### config.mk
export PLATFORM = sky130hd
export DESIGN_NAME = rspm_top
export DESIGN_NICKNAME = d
export VERILOG_FILES = /design/src/hdl/rspm_pkg.sv /design/src/hdl/rspm_edge.sv /design/src/hdl/rspm_top.sv
export SDC_FILE = /design/constraint.sdc
export NUM_CORES = 1
export LEC_CHECK = 0
export BUFFER_PORTS_ARGS = -buffer_cell sky130_fd_sc_hd__buf_4
export CORE_AREA = 2 2 53 55
export DETAILED_ROUTE_END_ITERATION = 8
export DIE_AREA = 0 0 55 57
export GPL_TIMING_DRIVEN = 0
export PLACE_DENSITY = 0.74
export SYNTH_ARGS = -nofsm -noshare
export SYNTH_HDL_FRONTEND = slang
export SYNTH_SLANG_ARGS = --single-unit
### constraint.sdc
create_clock -name mclk_i -period 2.2 [get_ports mclk_i]
set_clock_uncertainty 0.1 [all_clocks]
set_input_delay 0.44 -clock mclk_i [delete_from_list [all_inputs] [get_ports mclk_i]]
set_output_delay 0.44 -clock mclk_i [all_outputs]
set_load 0.02 [all_outputs]
### src/hdl/rspm_pkg.sv
// Package for the reset source priority manager
package rspm_pkg;

  // ****************************************************************
  // Reset states, one-hot
  // ****************************************************************
  typedef enum logic [5:0] {
    RSPM_IDLE     = 6'h01,
    RSPM_GENERAL  = 6'h02,
    RSPM_BACKUP   = 6'h04,
    RSPM_WATCHDOG = 6'h08,
    RSPM_SOFTWARE = 6'h10,
    RSPM_USER     = 6'h20
  } rspm_state_t;

  // Reset cause codes reported on the cause output
  localparam logic [2:0] CAUSE_GENERAL = 3'h0;
  localparam logic [2:0] CAUSE_BACKUP = 3'h1;
  localparam logic [2:0] CAUSE_WATCHDOG = 3'h2;
  localparam logic [2:0] CAUSE_SOFTWARE = 3'h3;
  localparam logic [2:0] CAUSE_USER = 3'h4;

  // Reset pulse length in cycles
  localparam int PULSE_CYCLES = 8;
  localparam logic [2:0] CAUSE_RESET = 3'h0;

  // ****************************************************************
  // Carriers
  // ****************************************************************
  typedef struct packed {
    logic general;
    logic backup;
    logic watchdog;
    logic software;
    logic user;
  } rspm_req_t;

  typedef struct packed {
    logic app_proc_rst_n;
    logic met_proc_rst_n;
    logic wdt_rst_n;
  } rspm_rst_t;

endpackage : rspm_pkg

### src/hdl/rspm_edge.sv
// Rising edge detector for one request line
`timescale 1ns/1ps
`default_nettype none
module rspm_edge (
  input wire logic clk_i,
  input wire logic rst_n_i,
  input wire logic level_i,
  output logic rise_o
);

  typedef struct packed {
    logic prev;
  } rspm_edge_st_t;

  rspm_edge_st_t st;
  rspm_edge_st_t next_st;

  always_comb begin
    next_st = st;
    next_st.prev = level_i;
  end

  always_ff @(posedge clk_i or negedge rst_n_i) begin
    if (!rst_n_i) begin
      st <= '0;
    end else begin
      st <= next_st;
    end
  end

  assign rise_o = level_i & ~st.prev;

endmodule : rspm_edge
`default_nettype wire

### src/hdl/rspm_top.sv
// Reset source priority manager top
`timescale 1ns/1ps
`default_nettype none
// Behaviour
// - Priority order general, backup, watchdog, software, user; highest wins.
// - In user reset, watchdog events are not taken.
// - In user reset, software reset requests are ignored.
// - In software reset, watchdog event moves to watchdog reset.
// - In software reset, external reset pin is ignored.
// - In watchdog reset, software reset requests are ignored.
// - In watchdog reset, user reset is never entered.
// - One manager drives resets of both application and metrology subsystems.
module rspm_top #(
  parameter int PULSE_LEN = rspm_pkg::PULSE_CYCLES
) (
  input wire logic mclk_i,
  input wire logic rst_n_i,
  input wire logic general_req_i,
  input wire logic backup_req_i,
  input wire logic watchdog_evt_i,
  input wire logic software_req_i,
  input wire logic external_reset_pin_n_i,
  output var rspm_pkg::rspm_rst_t rst_o,
  output logic [2:0] cause_o,
  output logic busy_o
);

  // ****************************************************************
  // Reset release synchroniser
  // ****************************************************************
  logic [1:0] rsync;
  logic rst_n;

  always_ff @(posedge mclk_i or negedge rst_n_i) begin
    if (!rst_n_i) begin
      rsync <= 2'h0;
    end else begin
      rsync <= {rsync[0], 1'h1};
    end
  end

  assign rst_n = rsync[1];

  // ****************************************************************
  // Request edges
  // ****************************************************************
  rspm_pkg::rspm_req_t lvl;
  rspm_pkg::rspm_req_t rise;

  assign lvl = '{
    general: general_req_i,
    backup: backup_req_i,
    watchdog: watchdog_evt_i,
    software: software_req_i,
    user: ~external_reset_pin_n_i
  };

  for (genvar g = 0; g < $bits(rspm_pkg::rspm_req_t); g++) begin : g_edge
    rspm_edge u_edge (
      .clk_i(mclk_i),
      .rst_n_i(rst_n),
      .level_i(lvl[g]),
      .rise_o(rise[g])
    );
  end

  // ****************************************************************
  // State
  // ****************************************************************
  typedef struct packed {
    rspm_pkg::rspm_state_t state;
    logic [7:0] count;
    logic [2:0] cause;
    logic proc_rst_n;
    logic wdt_rst_n;
    logic armed;
  } rspm_st_t;

  rspm_st_t st;
  rspm_st_t next_st;
  logic enter;
  rspm_pkg::rspm_state_t target;
  logic [2:0] target_cause;

  always_comb begin
    next_st = st;
    enter = 1'b0;
    target = st.state;
    target_cause = st.cause;
    next_st.armed = 1'b1;
    // Highest accepted source wins; a level held across release is no edge
    if (!st.armed) begin
      enter = 1'b0;
    end else if (rise.general) begin
      enter = 1'b1;
      target = rspm_pkg::RSPM_GENERAL;
      target_cause = rspm_pkg::CAUSE_GENERAL;
    end else if (rise.backup && st.state != rspm_pkg::RSPM_GENERAL) begin
      enter = 1'b1;
      target = rspm_pkg::RSPM_BACKUP;
      target_cause = rspm_pkg::CAUSE_BACKUP;
    end else begin
      case (st.state)
        rspm_pkg::RSPM_IDLE: begin
          if (rise.watchdog) begin
            enter = 1'b1;
            target = rspm_pkg::RSPM_WATCHDOG;
            target_cause = rspm_pkg::CAUSE_WATCHDOG;
          end else if (rise.software) begin
            enter = 1'b1;
            target = rspm_pkg::RSPM_SOFTWARE;
            target_cause = rspm_pkg::CAUSE_SOFTWARE;
          end else if (rise.user) begin
            enter = 1'b1;
            target = rspm_pkg::RSPM_USER;
            target_cause = rspm_pkg::CAUSE_USER;
          end
        end
        rspm_pkg::RSPM_SOFTWARE: begin
          // Pin edges not looked at here
          if (rise.watchdog) begin
            enter = 1'b1;
            target = rspm_pkg::RSPM_WATCHDOG;
            target_cause = rspm_pkg::CAUSE_WATCHDOG;
          end
        end
        // Watchdog and software requests dropped in user reset
        rspm_pkg::RSPM_USER: begin
          enter = 1'b0;
        end
        // Software and pin dropped in watchdog reset
        rspm_pkg::RSPM_WATCHDOG: begin
          enter = 1'b0;
        end
        // Lower sources dropped, not queued
        rspm_pkg::RSPM_GENERAL: begin
          enter = 1'b0;
        end
        rspm_pkg::RSPM_BACKUP: begin
          enter = 1'b0;
        end
        default: begin
          enter = 1'b0;
        end
      endcase
    end

    if (enter) begin
      next_st.state = target;
      next_st.cause = target_cause;
      next_st.count = 8'(PULSE_LEN - 1);
    end else if (st.state != rspm_pkg::RSPM_IDLE) begin
      if (st.count != 8'h00) begin
        next_st.count = st.count - 8'h01;
      end else if (st.state == rspm_pkg::RSPM_USER && !external_reset_pin_n_i) begin
        next_st.count = 8'h00;
      end else begin
        next_st.state = rspm_pkg::RSPM_IDLE;
      end
    end

    next_st.proc_rst_n = (next_st.state == rspm_pkg::RSPM_IDLE);
    next_st.wdt_rst_n = (next_st.state == rspm_pkg::RSPM_IDLE) ||
                        (next_st.state == rspm_pkg::RSPM_SOFTWARE);
  end

  always_ff @(posedge mclk_i or negedge rst_n) begin
    if (!rst_n) begin
      st.state <= rspm_pkg::RSPM_IDLE;
      st.count <= 8'h00;
      st.cause <= rspm_pkg::CAUSE_RESET;
      st.proc_rst_n <= 1'b0;
      st.wdt_rst_n <= 1'b0;
      st.armed <= 1'b0;
    end else begin
      st <= next_st;
    end
  end

  // ****************************************************************
  // Outputs, both subsystems share one manager
  // ****************************************************************
  assign rst_o = '{
    app_proc_rst_n: st.proc_rst_n,
    met_proc_rst_n: st.proc_rst_n,
    wdt_rst_n: st.wdt_rst_n
  };
  assign cause_o = st.cause;
  assign busy_o = (st.state != rspm_pkg::RSPM_IDLE);

endmodule : rspm_top
`default_nettype wire

# Word level (Yosys, flattened, before mapping)
# Index checks and enable logic that the tools add are counted.
# totals
ff_bits,27
inputBits,7
# classes
add_sub_neg,1
eq_ne,9
n_mux,29
bitwise,11
reduce_logical,10
# op_table
op,count
$mux W6,9
$mux W14,2
$mux W3,6
$mux W8,2
$eq A6 B1 Y1 const B,2
$eq A6 B5 Y1 const B,2
$ne A6 B2 Y1 const B,2
$pmux W6 S2,1
$reduce_bool A8 Y1,1
$sub A8 B1 Y8 const B,1
$mux W1,7
$eq A6 B6 Y1 const B,1
$ne A6 B1 Y1 const B,1
$not A1 Y1,6
$pmux W3 S2,1
$and A1 B1 Y1,5
$reduce_and A5 Y1,1
$ne A4 B2 Y1 const B,1
$reduce_bool A4 Y1,1
$reduce_bool A3 Y1,1
$logic_and A1 B1 Y1,2
$pmux W1 S2,1
$reduce_and A2 Y1,1
$reduce_bool A2 Y1,1
2 further kinds,2

# Longest topological paths before layout
# depth
word_depth,12
ltp_mapped,8
depth_no_buf,8

# By module
# Synthesis repeated with hierarchy kept, for this count alone.
# hier_totals
cells_unflattened,146
area_unflattened_um2,1475.2
# modules_own_cells
module,instances,cells_each,area_each_um2,seq_area_each_um2
rspm_top,1,136,1281.2,551.8
rspm_edge,5,2,38.8,25.0

# Least setup slack after synthesis
# Ideal clock, no wire load.
# synth_path
path_kind,reg2reg
start,reg st[18] (netlist name)
end,"reg st, in the netlist rst_o[0]"
setup_time_ps,80
arrival_ps,2724
t_required_ps,2020
path_slack_ps,-704
stages_incl_launch_ff,7
path_buffers,0
synth_period_minus_slack_ps,2904
path_cell_list,dfrtp_1 -> or4_4 -> o311a_4 -> or4_4 -> a32o_1 -> or4_4 -> nor3_2
# synth_lines
element,line_no,source
from (decl),rspm_top.sv:79,rspm_st_t st;
from (signal assigned),rspm_top.sv:176,st <= next_st;

==> impl_metrics.env <==
export IMPL_end_kind="flip-flop"
export IMPL_syn_inst=141
export IMPL_rows=19
export IMPL_reg2reg_depth=6
export IMPL_design_area_um2=1844
export IMPL_grtUsageMet3=0.03927
export IMPL_finalSetupTns_ps=-7850
export IMPL_die_area_um2=3135
export IMPL_routabilityCongestion=0.9161
export IMPL_critPathRequiredTime_ps=2370
export IMPL_portBuffers=13
export IMPL_finalSetupViolations=18
export IMPL_grt_usage=0.2322
export IMPL_rr_startpoint="st[16]"
export IMPL_tightest_slew_ps=973.4
export IMPL_crit_type="reg -> reg"
export IMPL_clk_pin_slew_ps=140
export IMPL_yosys_top_cells_area="dfrtp_1 47%, nand2_1 3.6%, o21ai_0 3.3%"
export IMPL_synthArstFlopShare=1.000
export IMPL_hold_class="in -> reg"
export IMPL_slew_viol_final=0
export IMPL_grt_busiest_layer="met2"
export IMPL_min_from="watchdog_evt_i"
export IMPL_grt_pass1_vias=1158
export IMPL_grt_max_degree=26
export IMPL_fill_cells=200
export IMPL_synth_top_cell_by_area="dfrtp_1"
export IMPL_coreArea_um2=2615
export IMPL_antenna_found_initial=0
export IMPL_diodes=0
export IMPL_place_ws_ps=-823.4
export IMPL_drive_gt1_frac=0.4101
export IMPL_yosysMostFrequentCell="dfrtp_1"
export IMPL_die_h_um=57
export IMPL_fmax_ghz=0.3398
export IMPL_met2_usage=0.3639
export IMPL_drc_errors=0
export IMPL_cap_violations=0
export IMPL_grt_overflow=0
export IMPL_cts_tree="built"
export IMPL_worstPathArrival_ps=3120
export IMPL_dr_pass1_iters=4
export IMPL_synth_warnings=0
export IMPL_die_w_um=55
export IMPL_clock_latency_ps=350
export IMPL_syn_area_um2=1371
export IMPL_via_per_inst=5.789
export IMPL_status="finished with violations"
export IMPL_synth_edf_count=0
export IMPL_finalHoldViolCount=0
export IMPL_place_area_um2=1518
export IMPL_violations="setup timing"
export IMPL_rsz0062_at_grt="true"
export IMPL_place_hpwl_mm=2.010
export IMPL_synth_top_area_frac=0.4745
export IMPL_power_density_nw_per_um2=1201
export IMPL_clockRootBuffer="clkbuf_4"
export IMPL_wirelength_mm=3.198
export IMPL_nets=187
export IMPL_regToRegSetupSlack_ps=-740
export IMPL_cp_start_kind="flip-flop"
export IMPL_period_share=1.338
export IMPL_ys_seq_area_frac=0.4936
export IMPL_hold_depth=1
export IMPL_relSlewSlack=0.3511
export IMPL_p_leak_uw=0.0008386
export IMPL_cts_max_level=1
export IMPL_wl_per_cell_um=15.30
export IMPL_grt_pass1_wl_mm=5.168
export IMPL_area_growth_pct=34.49
export IMPL_period_needed_ps=2943
export IMPL_peakVddDrop_v=0.0007365
export IMPL_post_route_util=0.7053
export IMPL_pin_count=14
export IMPL_synth_area_per_cell_um2=9.726
export IMPL_yosysUniqueCellTypes=40
export IMPL_yosys_most_used_dff="dfrtp_1"
export IMPL_met1_usage=0.3012
export IMPL_cts_made_buffers=3
export IMPL_start_util=0.5244
export IMPL_drt_initial_drc_count=37
export IMPL_setup_slack_ps=-743.3
export IMPL_synth_common_cells="26 x dfrtp_1, 13 x nand2_1, 10 x inv_1"
export IMPL_cts_sinks=27
export IMPL_num_vias=1210
export IMPL_cp_startpoint="st[16]"
export IMPL_rr_endpoint="rst_o[1]"
export IMPL_ant_nets=0
export IMPL_min_to="g_edge[2].u_edge.st"
export IMPL_synth_seq_cells=27
export IMPL_clockBufferDepth=2
export IMPL_path_max_fanout=2
-- power breakdown --
group	internal (uW)	switching [uW]	leakage (uW)	total, uW
sequential	638	143	0.000338	781
combinational	614	598	0.000483	1210
clock	68.8	153	0.0000177	222
total	1320	895	0.000839	2220
-- how the worst max path moves through the flow --
stage	endpoint	slack [ps]	cells past startpoint
CTS	rst_o[1]	-720	6
global route	rst_o[0]	-810	6
floorplan	rst_o[0]	-670	6
finish	rst_o[1]	-740	6
global placement	rst_o[0]	-780	6
detailed placement	rst_o[0]	-820	6
-- what timing repair did --
item | in CTS | in global routing
endpoints found under the setup margin | 20 | 18
buffers inserted | 12 | 6
hold buffers | 1 | 0
cloned | 1 | 0
endpoints found under the hold margin | 2 | 0
resized for setup | 28 | 9
pin swaps | 2 | 3
-- cell usage in the layout, fill, tap and decap left out, types with 2 or more instances in the layout --
cell type,netlist,layout
a21oi_1,8,4
a21oi_2,0,3
a31o_2,3,3
and2_1,2,2
and3_1,2,2
buf_4,6,32
buf_6,0,4
clkbuf_4,0,3
conb_1,1,2
dfrtp_1,26,26
inv_1,10,8
inv_2,0,2
nand2_1,13,10
nand2_4,0,2
nand2b_1,4,4
nand3_1,2,2
nor2_1,8,5
nor2_4,0,2
nor2b_1,3,3
nor3_1,5,3
nor3_2,1,2
nor4_1,3,2
o21ai_0,9,7
o21ai_1,0,2
o31ai_1,3,2
or3_1,5,5
or4_1,2,2
or4_4,3,3
-- through the flow --
step | total power (uW) | hold WS [ps] | instances
finish | 2215 | 106.4 | 209
global route | 2368 | 93.52 | 209
CTS | 2069 | 112.4 | 203
detailed placement | 1584 | 123.0 | 186
global placement | 1550 | 121.9 | 186
floorplan | 1365 | 44.41 | 142
-- registers in the layout (all words and copies together), names as in the netlist --
signal,count
g_edge.u_edge.st,5
rsync,2
rst_o,2
cause_o,3
st,15
-- worst max-delay path, cell delays in order, from the launching register on --
cell     delay, ps
dfrtp_1        410
or4_4          550
o311a_4        330
or4_4          530
a32o_2         290
or4_4          540
nor3_2         130
-- final cells by class --
| cell class | instances | area, um2 | share of cell area |
|---|---|---|---|
| multi-input cells | 98 | 744.5 | 0.4037 |
| flip-flops and latches | 27 | 676.9 | 0.3670 |
| repair buffers | 32 | 270.3 | 0.1465 |
| plain buffers | 7 | 48.80 | 0.02646 |
| well taps | 31 | 38.79 | 0.02103 |
| inverters | 10 | 37.54 | 0.02035 |
| clock buffers | 3 | 22.52 | 0.01221 |
| clock inverters | 1 | 5.005 | 0.002714 |
-- cell families (layout without fill, tap and decap cells) --
family                     count (synthesis)  in the layout  share of synthesized area
DFF                                       27             27                     0.4936
adders and majority gates                  1              1                   0.009123
xor gates and xnor gates                   1              1                   0.006388
muxes                                      1              1                   0.007300
and+or+nand+nor                           57             58                     0.2336
other                                      1              2                   0.002735
AOI/OAI and AO/OA                         35             35                     0.1816
buffers and inverters                     18             53                    0.06570
-- per-layer routing --
layer  share of wire  wire [um]
met4           0.024         78
met5               0          0
met2            0.50       1593
met1            0.44       1404
met3           0.038        122
(Power assumes the default switching activity.)
